[src/rtl/sspd_pkg.sv]
// Shared constants and types for the sanitize and security-in decoder
package sspd_pkg;
    localparam logic [7:0] OP_SANITIZE = 8'h48;
    localparam logic [7:0] OP_SEC_IN = 8'ha2;
    localparam logic [4:0] SA_OVERWRITE = 5'h01;
    localparam logic [4:0] SA_CRYPT_ERASE = 5'h03;
    localparam logic [4:0] SA_EXIT_FAIL = 5'h1f;
    localparam int SAN_IMMED_BIT = 7;
    localparam int SAN_EXIT_ALLOW_BIT = 5;
    localparam int SIN_INC512_BIT = 7;
    localparam int OVW_INVERT_BIT = 7;
    localparam int OVW_HDR_LAST = 3;
    localparam int INC512_SHIFT = 9;
    localparam logic [7:0] PROTO_INFO = 8'h00;
    localparam logic [7:0] PROTO_EXT_FIRST = 8'h01;
    localparam logic [7:0] PROTO_EXT_LAST = 8'h06;
    localparam logic [3:0] KEY_NONE = 4'h0;
    localparam logic [3:0] KEY_HW_ERROR = 4'h4;
    localparam logic [3:0] KEY_ILLEGAL = 4'h5;
    localparam logic [7:0] ASC_NONE = 8'h00;
    localparam logic [7:0] ASC_INV_CDB = 8'h24;
    localparam logic [7:0] ASC_INV_PARM = 8'h26;
    localparam logic [7:0] PAD_BYTE = 8'h00;
    localparam logic [7:0] PI_FILL = 8'hff;
    localparam logic [4:0] RST_COUNT = 5'h00;
    localparam logic [15:0] RST_LEN = 16'h0000;

    typedef logic [11:0][7:0] sspd_cdb_t;

    typedef struct packed {
        logic check;
        logic [3:0] key;
        logic [7:0] asc;
    } sspd_status_t;

    typedef struct packed {
        logic pi;
        logic [7:0] data;
    } sspd_wr_t;

    typedef enum logic [1:0] {
        ST_IDLE = 2'b00,
        ST_HDR = 2'b01,
        ST_PAT = 2'b11,
        ST_RUN = 2'b10
    } sspd_state_t;
endpackage : sspd_pkg

[src/rtl/sspd_fill.sv]
// Overwrite byte generator: pattern repeat, protection fill, pass inversion
`timescale 1ns/1ps
`default_nettype none
module sspd_fill #(
    parameter int BLK_LEN = 512,
    parameter int PI_LEN = 8,
    parameter int BLKS_W = 32,
    parameter int PW = 9
) (
    input wire logic clk,
    input wire logic rst,
    input wire logic start,
    input wire logic abort,
    input wire logic [4:0] passes,
    input wire logic invert,
    input wire logic [15:0] pat_len,
    input wire logic [BLKS_W-1:0] num_blocks,
    output logic [PW-1:0] pat_idx,
    input wire logic [7:0] pat_byte,
    output logic wr_valid,
    output var sspd_pkg::sspd_wr_t wr,
    input wire logic wr_ready,
    output logic done
);
    localparam int BW = $clog2(BLK_LEN + PI_LEN + 1);
    localparam logic [BW-1:0] LAST_B = BW'(BLK_LEN + PI_LEN - 1);
    localparam logic [BW-1:0] DATA_END = BW'(BLK_LEN);
    localparam logic [BLKS_W-1:0] ONE_BLK = 1;

    logic run_r;
    logic [4:0] pass_r;
    logic [BLKS_W-1:0] blk_r;
    logic [BW-1:0] byte_r;
    logic [PW-1:0] pidx_r;
    logic step, flip, is_pi, last_byte, last_blk, last_pass;

    assign step = run_r && (!wr_valid || wr_ready);
    assign flip = invert && pass_r[0];
    assign is_pi = byte_r >= DATA_END;
    assign last_byte = byte_r == LAST_B;
    assign last_blk = blk_r == num_blocks - ONE_BLK;
    assign last_pass = pass_r == 5'(passes - 5'h01);
    assign pat_idx = pidx_r;

    always_ff @(posedge clk or posedge rst) begin
        if (rst) begin
            run_r <= 1'b0;
            pass_r <= sspd_pkg::RST_COUNT;
            blk_r <= '0;
            byte_r <= '0;
            pidx_r <= '0;
        end else if (start) begin
            run_r <= 1'b1;
            pass_r <= sspd_pkg::RST_COUNT;
            blk_r <= '0;
            byte_r <= '0;
            pidx_r <= '0;
        end else if (abort) begin
            run_r <= 1'b0;
        end else if (step) begin
            byte_r <= last_byte ? '0 : BW'(byte_r + 1'b1);
            if (last_byte) begin
                pidx_r <= '0;
            end else if (!is_pi) begin
                pidx_r <= (pidx_r == PW'(pat_len - 16'h0001)) ? '0 : PW'(pidx_r + 1'b1);
            end
            if (last_byte) begin
                if (last_blk) begin
                    blk_r <= '0;
                    if (last_pass) begin
                        run_r <= 1'b0;
                    end else begin
                        pass_r <= 5'(pass_r + 5'h01);
                    end
                end else begin
                    blk_r <= BLKS_W'(blk_r + ONE_BLK);
                end
            end
        end
    end

    always_ff @(posedge clk or posedge rst) begin
        if (rst) begin
            wr_valid <= 1'b0;
            wr <= '0;
            done <= 1'b0;
        end else begin
            done <= step && last_byte && last_blk && last_pass && !start && !abort;
            if (abort || start) begin
                wr_valid <= 1'b0;
            end else if (step) begin
                wr_valid <= 1'b1;
                wr.pi <= is_pi;
                wr.data <= (is_pi ? sspd_pkg::PI_FILL : pat_byte) ^ {8{flip}};
            end else if (wr_ready) begin
                wr_valid <= 1'b0;
            end
        end
    end
endmodule : sspd_fill
`default_nettype wire

[src/rtl/sspd_decoder.sv]
// Sanitize and security-protocol-in command decoder with overwrite engine
// Summary of operation
// - Reserved sanitize service action gives check, illegal request, invalid CDB field.
// - Service action 01h overwrites the medium with a pattern for one or more passes.
// - Service action 03h replaces the encryption key, making old data unreadable.
// - Exit-failure clears sanitize-failed only if the failed sanitize allowed exit.
// - Exit-failure is rejected when the failed sanitize had exit allow clear.
// - Immediate clear returns status at completion; set returns good status at once.
// - Header: invert bit 7 and count in byte 0, length bytes 2-3, pattern at 4.
// - Invert set complements pattern and protection bytes between consecutive passes.
// - Pass count gives number of passes; count zero is reserved.
// - Pattern length zero or above block length gives invalid parameter list field.
// - Pattern repeats to fill each block, each block starting at pattern byte zero.
// - Protection bytes are written as all ones during overwrite, as 00h on inverted passes.
// - Security-in byte 1: 00h info, 01h-06h external, 07h-FFh reserved.
// - Block-unit flag set: allocation length counts 512-byte units, pads are 00h.
// - Block-unit flag clear: allocation length is a plain byte count.
// - With no results ready, report that there is nothing further to transfer.
// - Results kept until read by same nexus, unit reset, or sender nexus loss.
`timescale 1ns/1ps
`default_nettype none
module sspd_decoder #(
    parameter int LBLK_LEN = 512,
    parameter int PI_LEN = 8,
    parameter int BLKS_W = 32
) (
    input wire logic REF_CLK,
    input wire logic RST,
    input wire logic CMD_VALID,
    input wire sspd_pkg::sspd_cdb_t CMD_CDB,
    input wire logic [7:0] CMD_NEXUS,
    input wire logic PARM_VALID,
    input wire logic [7:0] PARM_BYTE,
    output logic PARM_READY,
    output logic BUSY,
    output logic STAT_VALID,
    output var sspd_pkg::sspd_status_t STAT,
    output logic SAN_FAILED,
    output logic KEY_CHANGE,
    input wire logic MEDIA_FAIL,
    input wire logic [BLKS_W-1:0] NUM_BLOCKS,
    output logic WR_VALID,
    output var sspd_pkg::sspd_wr_t WR,
    input wire logic WR_READY,
    input wire logic RES_STORE,
    input wire logic [7:0] RES_NEXUS,
    input wire logic LU_RESET,
    input wire logic NEXUS_LOSS,
    input wire logic [7:0] LOSS_NEXUS,
    output logic SPIN_VALID,
    output logic SPIN_PROTO_INFO,
    output logic SPIN_PROTO_EXT,
    output logic SPIN_HAS_DATA,
    output logic [40:0] SPIN_XFER_BYTES,
    output logic [7:0] SPIN_PAD
);
    localparam int PW = $clog2(LBLK_LEN);
    localparam logic [15:0] BLK_LEN16 = 16'(LBLK_LEN);

    function automatic sspd_pkg::sspd_status_t mk_stat(input logic chk, input logic [3:0] key,
                                                      input logic [7:0] asc);
        sspd_pkg::sspd_status_t s;
        s.check = chk;
        s.key = key;
        s.asc = asc;
        return s;
    endfunction : mk_stat

    sspd_pkg::sspd_state_t state_r;
    logic immed_r, exit_allow_r, invert_r, failed_r, fail_allow_r, fill_go_r;
    logic [4:0] count_r;
    logic [15:0] len_r;
    logic [1:0] hdr_r;
    logic [PW-1:0] wr_idx_r;
    logic [7:0] pat_mem_r [LBLK_LEN];
    logic res_valid_r;
    logic [7:0] res_nexus_r;
    logic take, san_cmd, sin_cmd, hdr_end, pat_end, parm_err, fill_done, run_fail;
    logic exit_ok, proto_info, proto_ext, sin_match, deliver;
    logic [4:0] sa;
    logic [7:0] proto;
    logic [15:0] len_full;
    logic [31:0] alloc;
    logic [PW-1:0] pat_idx;

    assign take = CMD_VALID && state_r == sspd_pkg::ST_IDLE;
    assign san_cmd = take && CMD_CDB[0] == sspd_pkg::OP_SANITIZE;
    assign sin_cmd = take && CMD_CDB[0] == sspd_pkg::OP_SEC_IN;
    assign sa = CMD_CDB[1][4:0];
    assign exit_ok = failed_r && fail_allow_r;
    assign PARM_READY = state_r == sspd_pkg::ST_HDR || state_r == sspd_pkg::ST_PAT;
    assign BUSY = state_r != sspd_pkg::ST_IDLE;
    assign SAN_FAILED = failed_r;
    assign hdr_end = state_r == sspd_pkg::ST_HDR && PARM_VALID && hdr_r == 2'(sspd_pkg::OVW_HDR_LAST);
    assign len_full = {len_r[15:8], PARM_BYTE};
    assign parm_err = len_full == 16'h0000 || len_full > BLK_LEN16 || count_r == 5'h00;
    assign pat_end = state_r == sspd_pkg::ST_PAT && PARM_VALID && wr_idx_r == PW'(len_r - 16'h0001);
    assign run_fail = state_r == sspd_pkg::ST_RUN && MEDIA_FAIL;
    assign proto = CMD_CDB[1];
    assign proto_info = proto == sspd_pkg::PROTO_INFO;
    assign proto_ext = proto >= sspd_pkg::PROTO_EXT_FIRST && proto <= sspd_pkg::PROTO_EXT_LAST;
    assign alloc = {CMD_CDB[6], CMD_CDB[7], CMD_CDB[8], CMD_CDB[9]};
    assign sin_match = res_valid_r && res_nexus_r == CMD_NEXUS;
    assign deliver = sin_cmd && proto_ext && sin_match;

    always_ff @(posedge REF_CLK or posedge RST) begin
        if (RST) begin
            state_r <= sspd_pkg::ST_IDLE;
        end else begin
            unique case (state_r)
                sspd_pkg::ST_IDLE: if (san_cmd && sa == sspd_pkg::SA_OVERWRITE) begin
                    state_r <= sspd_pkg::ST_HDR;
                end
                sspd_pkg::ST_HDR: if (hdr_end) begin
                    state_r <= parm_err ? sspd_pkg::ST_IDLE : sspd_pkg::ST_PAT;
                end
                sspd_pkg::ST_PAT: if (pat_end) begin
                    state_r <= sspd_pkg::ST_RUN;
                end
                sspd_pkg::ST_RUN: if (fill_done || MEDIA_FAIL) begin
                    state_r <= sspd_pkg::ST_IDLE;
                end
            endcase
        end
    end

    always_ff @(posedge REF_CLK or posedge RST) begin
        if (RST) begin
            immed_r <= 1'b0;
            exit_allow_r <= 1'b0;
            invert_r <= 1'b0;
            count_r <= sspd_pkg::RST_COUNT;
            len_r <= sspd_pkg::RST_LEN;
            hdr_r <= 2'h0;
        end else if (san_cmd) begin
            immed_r <= CMD_CDB[1][sspd_pkg::SAN_IMMED_BIT];
            exit_allow_r <= CMD_CDB[1][sspd_pkg::SAN_EXIT_ALLOW_BIT];
            hdr_r <= 2'h0;
        end else if (state_r == sspd_pkg::ST_HDR && PARM_VALID) begin
            hdr_r <= 2'(hdr_r + 2'h1);
            unique case (hdr_r)
                2'h0: begin
                    invert_r <= PARM_BYTE[sspd_pkg::OVW_INVERT_BIT];
                    count_r <= PARM_BYTE[4:0];
                end
                2'h2: len_r[15:8] <= PARM_BYTE;
                2'h3: len_r <= len_full;
                default: ;
            endcase
        end
    end

    always_ff @(posedge REF_CLK or posedge RST) begin
        if (RST) begin
            wr_idx_r <= '0;
            fill_go_r <= 1'b0;
        end else begin
            fill_go_r <= pat_end;
            if (hdr_end) begin
                wr_idx_r <= '0;
            end else if (state_r == sspd_pkg::ST_PAT && PARM_VALID) begin
                wr_idx_r <= PW'(wr_idx_r + 1'b1);
            end
        end
    end

    always_ff @(posedge REF_CLK) begin
        if (state_r == sspd_pkg::ST_PAT && PARM_VALID) begin
            pat_mem_r[wr_idx_r] <= PARM_BYTE;
        end
    end

    always_ff @(posedge REF_CLK or posedge RST) begin
        if (RST) begin
            STAT_VALID <= 1'b0;
            STAT <= '0;
        end else begin
            STAT_VALID <= 1'b0;
            if (san_cmd) begin
                if (sa == sspd_pkg::SA_CRYPT_ERASE || (sa == sspd_pkg::SA_EXIT_FAIL && exit_ok)) begin
                    STAT_VALID <= 1'b1;
                    STAT <= mk_stat(1'b0, sspd_pkg::KEY_NONE, sspd_pkg::ASC_NONE);
                end else if (sa != sspd_pkg::SA_OVERWRITE) begin
                    STAT_VALID <= 1'b1;
                    STAT <= mk_stat(1'b1, sspd_pkg::KEY_ILLEGAL, sspd_pkg::ASC_INV_CDB);
                end
            end else if (sin_cmd) begin
                STAT_VALID <= 1'b1;
                STAT <= (proto_info || proto_ext) ?
                    mk_stat(1'b0, sspd_pkg::KEY_NONE, sspd_pkg::ASC_NONE) :
                    mk_stat(1'b1, sspd_pkg::KEY_ILLEGAL, sspd_pkg::ASC_INV_CDB);
            end else if (hdr_end && parm_err) begin
                STAT_VALID <= 1'b1;
                STAT <= mk_stat(1'b1, sspd_pkg::KEY_ILLEGAL, sspd_pkg::ASC_INV_PARM);
            end else if (pat_end && immed_r) begin
                STAT_VALID <= 1'b1;
                STAT <= mk_stat(1'b0, sspd_pkg::KEY_NONE, sspd_pkg::ASC_NONE);
            end else if (run_fail && !immed_r) begin
                STAT_VALID <= 1'b1;
                STAT <= mk_stat(1'b1, sspd_pkg::KEY_HW_ERROR, sspd_pkg::ASC_NONE);
            end else if (state_r == sspd_pkg::ST_RUN && fill_done && !immed_r) begin
                STAT_VALID <= 1'b1;
                STAT <= mk_stat(1'b0, sspd_pkg::KEY_NONE, sspd_pkg::ASC_NONE);
            end
        end
    end

    // A failure in the same cycle as completion still leaves the failed state set
    always_ff @(posedge REF_CLK or posedge RST) begin
        if (RST) begin
            failed_r <= 1'b0;
            fail_allow_r <= 1'b0;
            KEY_CHANGE <= 1'b0;
        end else begin
            KEY_CHANGE <= san_cmd && sa == sspd_pkg::SA_CRYPT_ERASE;
            if (run_fail) begin
                failed_r <= 1'b1;
                fail_allow_r <= exit_allow_r;
            end else if ((san_cmd && sa == sspd_pkg::SA_EXIT_FAIL && exit_ok) ||
                         (san_cmd && sa == sspd_pkg::SA_CRYPT_ERASE) ||
                         (state_r == sspd_pkg::ST_RUN && fill_done)) begin
                failed_r <= 1'b0;
            end
        end
    end

    always_ff @(posedge REF_CLK or posedge RST) begin
        if (RST) begin
            res_valid_r <= 1'b0;
            res_nexus_r <= 8'h00;
        end else if (RES_STORE) begin
            res_valid_r <= 1'b1;
            res_nexus_r <= RES_NEXUS;
        end else if (deliver || LU_RESET || (NEXUS_LOSS && LOSS_NEXUS == res_nexus_r)) begin
            res_valid_r <= 1'b0;
        end
    end

    always_ff @(posedge REF_CLK or posedge RST) begin
        if (RST) begin
            SPIN_VALID <= 1'b0;
            SPIN_PROTO_INFO <= 1'b0;
            SPIN_PROTO_EXT <= 1'b0;
            SPIN_HAS_DATA <= 1'b0;
            SPIN_XFER_BYTES <= '0;
            SPIN_PAD <= sspd_pkg::PAD_BYTE;
        end else begin
            SPIN_VALID <= sin_cmd && (proto_info || proto_ext);
            if (sin_cmd) begin
                SPIN_PROTO_INFO <= proto_info;
                SPIN_PROTO_EXT <= proto_ext;
                SPIN_HAS_DATA <= proto_info || deliver;
                SPIN_PAD <= sspd_pkg::PAD_BYTE;
                SPIN_XFER_BYTES <= CMD_CDB[4][sspd_pkg::SIN_INC512_BIT] ?
                    {alloc, 9'h000} : {9'h000, alloc};
            end
        end
    end

    sspd_fill #(.BLK_LEN(LBLK_LEN), .PI_LEN(PI_LEN), .BLKS_W(BLKS_W), .PW(PW)) u_fill (
        .clk(REF_CLK),
        .rst(RST),
        .start(fill_go_r),
        .abort(run_fail),
        .passes(count_r),
        .invert(invert_r),
        .pat_len(len_r),
        .num_blocks(NUM_BLOCKS),
        .pat_idx(pat_idx),
        .pat_byte(pat_mem_r[pat_idx]),
        .wr_valid(WR_VALID),
        .wr(WR),
        .wr_ready(WR_READY),
        .done(fill_done)
    );
endmodule : sspd_decoder
`default_nettype wire

[config.mk]
export PLATFORM = sky130hd
export DESIGN_NAME = sspd_decoder
export DESIGN_NICKNAME = d
export VERILOG_FILES = /design/src/rtl/sspd_pkg.sv /design/src/rtl/sspd_fill.sv /design/src/rtl/sspd_decoder.sv
export SDC_FILE = /design/constraint.sdc
export NUM_CORES = 2
export LEC_CHECK = 0
export ABC_CLOCK_PERIOD_IN_PS = 12260
export BUFFER_PORTS_ARGS = -buffer_cell sky130_fd_sc_hd__buf_2
export CAP_MARGIN = 20
export CORE_ASPECT_RATIO = 1.1
export CORE_MARGIN = 2
export CORE_UTILIZATION = 39
export CTS_CLUSTER_DIAMETER = 200
export DETAILED_ROUTE_END_ITERATION = 12
export PLACE_DENSITY_LB_ADDON = 0.2
export SKIP_CTS_REPAIR_TIMING = 1
export SLEW_MARGIN = 5
export SYNTH_ARGS = -nofsm -noshare
export SYNTH_HDL_FRONTEND = slang
export SYNTH_SLANG_ARGS = --single-unit
[constraint.sdc]
create_clock -name REF_CLK -period 12.26 [get_ports REF_CLK]
set_clock_uncertainty 0.1 [all_clocks]
set_input_delay 2.452 -clock REF_CLK [delete_from_list [all_inputs] [get_ports REF_CLK]]
set_output_delay 2.452 -clock REF_CLK [all_outputs]
set_load 0.02 [all_outputs]
==> results.txt <==
Critical path launch point type: flop
Commonest non-fill, non-tap cell in the layout: edfxtp_1
Total CTS buffers: 435
Max_slew headroom: 11.8%
CP Max Fanout: 106
CTS max path bufs: 4
Critical path capture point: u_fill.wr[3]$_DFFE_PP0P_
First-pass GRT wire length: 671 mm
Distinct cells, synth: 83
Clock transition at path regs: 60 ps
Area of the die: 0.438 sq mm
DR vias: 89000
# DRC: 0
WL final: 473 mm
Status: completed
Place WS: 5390 ps
DRT iter0 DRCs: 9551
Synth Cell Area: 0.169 sq mm
VDD IR max: 142 uV
HPWL after DPL: 288 mm
Yosys Warn Count: 0
Clock share of power: 44.3%
RR Endpoint: u_fill.wr[3]$_DFFE_PP0P_
Post-Synthesis Cells: 9263
Final worst path period need: 6760 ps
Clock sink count: 4263
Comb pwr share: 1.3%
Sequential Power Share: 54.4%
FF-to-FF path depth: 11
CP Launch Point: u_fill.pat_idx[0]$_DFFE_PP0P_
Final ANT Viol Nets: 0
Setup-violating endpoint count in the final report: 0
H-Tree Depth: 5
Worst-Skew Late Latency: 990 ps
HP Class: reg2reg
CP required: 13080 ps
Synthesized area per cell: 18.2 sq um
All-Layer GR Usage: 21.2%
Yosys reg bits: 4263
RePlAce Congestion: 0.874
Drt pass-1 iters: 6
Net Switching: 5.95 mW
Gr ovfl total: 0
# rows: 253
Layout Nets: 9665
EDFF count, synth: 4096
Die H: 694 microns
Final setup TNS: 0 ps
RR Startpoint: u_fill.pat_idx[0]$_DFFE_PP0P_
Die Wd: 631 microns
Final Max Tran Viols: 0
Leakage: 57.4 nW
CP endpoint kind: flop
Synth top area share: 72.9%
Highest Clock Rate: 148 MHz
Register area share after synthesis: 75.4%
RSZ-0062 raised after global routing: false
Ys async rst share: 3.92%
Critical path arrival: 7580 ps
Slew @ Worst Pin: 1320 ps
Period utilisation layout: 55.2%
Final Worst Setup Slack: 5500 ps
CTS tree: yes
Vias in the first global route: 90100
Number of I/O port buffers: 187
Antenna violations before repair: 18
Root Driver: clkbuf_16
Switching Fraction: 20.3%
Most common flop cell mapped by yosys: edfxtp_1
Ratio of total power to cell area: 154 mW/mm^2
Hold Vio Cnt, Final: 0
Initial Utilization: 39.1%
MaxCap Viol Count: 0
Largest net degree at the start of global routing: 182
Avg WL per Cell: 30.4 microns
Post-synth top area cell: edfxtp_1
Cell Int Power: 23.4 mW
Core ar.: 0.431 sq mm
IO Count: 250
Layout cell share with drive strength beyond 1: 17.7%
Area contributors post-synth: edfxtp_1 (73%), mux4_2 (8.3%), mux2i_1 (4.6%)
Via density: 5.71
Kind of critical path: reg2reg
Area added between synthesis and finish: 12.8%
Most frequent cells in the layout: edfxtp_1 (4096), mux2i_1 (769), nor2_1 (676)
Reg2Reg Setup Slack: 5500 ps
-- through the flow --
| stage | util, % | hold WS (ps) | instance area, sq um | power [mW] | std cells |
|---|---|---|---|---|---|
| 2_1_floorplan | - | 334 | 169000 | 16.3 | 9277 |
| 3_3_place_gp | 40.9 | 362 | 177000 | 16.6 | 14800 |
| 3_5_place_dp | 40.9 | 360 | 177000 | 16.7 | 14800 |
| 4_1_cts | 44.2 | 374 | 190000 | 29.6 | 15600 |
| 5_1_grt | 44.2 | 408 | 190000 | 30.2 | 15600 |
| 6_report | 44.2 | 373 | 190000 | 29.4 | 15600 |
-- how the worst min path moves through the flow --
| stage | startpoint | to | slack (ps) | depth (start not counted) |
|---|---|---|---|---|
| floorplan | exit_allow_r$_DFFE_PP0P_ | exit_allow_r$_DFFE_PP0P_ | 330 | 2 |
| global placement | SPIN_PROTO_EXT$_DFFE_PP0P_ | SPIN_PROTO_EXT$_DFFE_PP0P_ | 360 | 2 |
| detailed placement | SPIN_PROTO_EXT$_DFFE_PP0P_ | SPIN_PROTO_EXT$_DFFE_PP0P_ | 360 | 2 |
| CTS | SPIN_PROTO_EXT$_DFFE_PP0P_ | SPIN_PROTO_EXT$_DFFE_PP0P_ | 370 | 2 |
| global route | SPIN_XFER_BYTES[17]$_DFFE_PP0P_ | SPIN_XFER_BYTES[17]$_DFFE_PP0P_ | 410 | 2 |
| finish | SPIN_PROTO_EXT$_DFFE_PP0P_ | SPIN_PROTO_EXT$_DFFE_PP0P_ | 370 | 2 |
-- routing by layer --
metal  up-vias  GRT usage, %  wire length, microns
li1      37900             -                     -
met1     47100          28.5                194000
met3       725          3.22                 30000
met4         6          7.43                 17600
met2      3242          35.2                232000
met5         -             0                    36
-- power groups by stage --
stage	logic, mW	clock network (mW)	registers, mW
3_5_place_dp	0.389	0	16.3
5_1_grt	0.414	13.8	16.0
6_report	0.381	13.0	16.0
2_1_floorplan	0.0605	0	16.3
4_1_cts	0.389	13.2	16.0
3_3_place_gp	0.367	0	16.3
-- Yosys cell counts (all sizes together), types with 7 or more instances --
cell type and number:
edfxtp 4096, mux2i 769, nor2 690, mux4 620
clkbuf 392, nand2 349, buf 215, a21oi 197
nor3 189, a22oi 185, dfrtp 167, o21ai 165
nand3 144, o221ai 137, nor4 100, o22ai 91
xnor2 78, mux2 63, xor2 62, a22o 56
nand4 47, a221oi 43, inv 36, a2111oi 34
and3 32, nand2b 22, o31ai 18, or4 18
nor3b 16, or3 16, a221o 15, and2 15
ha 15, a311o 14, a311oi 13, a31oi 13
nor2b 13, or2 11, o2111ai 9, nand4b 7
o41ai 7
-- layout make-up --
type | instances | area (sq um)
Antenna cell | 7 | 17.5
Clock buffer | 556 | 11500
Clock inverter | 245 | 2300
Fill cell | 37400 | 241000
Inverter | 36 | 150
Multi-Input combinational cell | 4371 | 39400
Sequential cell | 4263 | 127000
Tap cell | 5737 | 7180
Timing Repair Buffer | 374 | 2610
-- worst max-delay path: stages (launching register included) --
cell and delay [ps]:
dfrtp_4 1080, buf_12 470, buf_12 510, buf_12 630, mux4_2 380, a22oi_1 140, a32oi_1 900, o21ai_0 170
o41ai_1 990, a31oi_1 130, xnor2_1 180, o21ai_0 190
-- logic make-up (layout without fill, tap and decap cells) --
logic type	after synthesis	count (layout)	synth area share, %
and+or+nand+nor	1703	1703	4.65
buffers and inverters	643	1211	1.54
xor gates and xnor gates	143	143	0.767
AOI/OAI and AO/OA	1042	1042	4.32
muxes	1452	1452	13.3
adders and majority gates	16	16	0.117
other	1	22	0.00222
DFF	4263	4263	75.4
-- state kept, by name, indices dropped and copies added (netlist names), 2 cells and up --
signal and flops:
u_fill.blk_r 32, res_nexus_r 8, pat_mem_r 4096, count_r 5
STAT 3, wr_idx_r 9, SPIN_XFER_BYTES 41, u_fill.pat_idx 9
state_r 2, hdr_r 2, u_fill.pass_r 5, u_fill.wr 9
len_r 16, u_fill.byte_r 10
(Power assumes the default switching activity.)
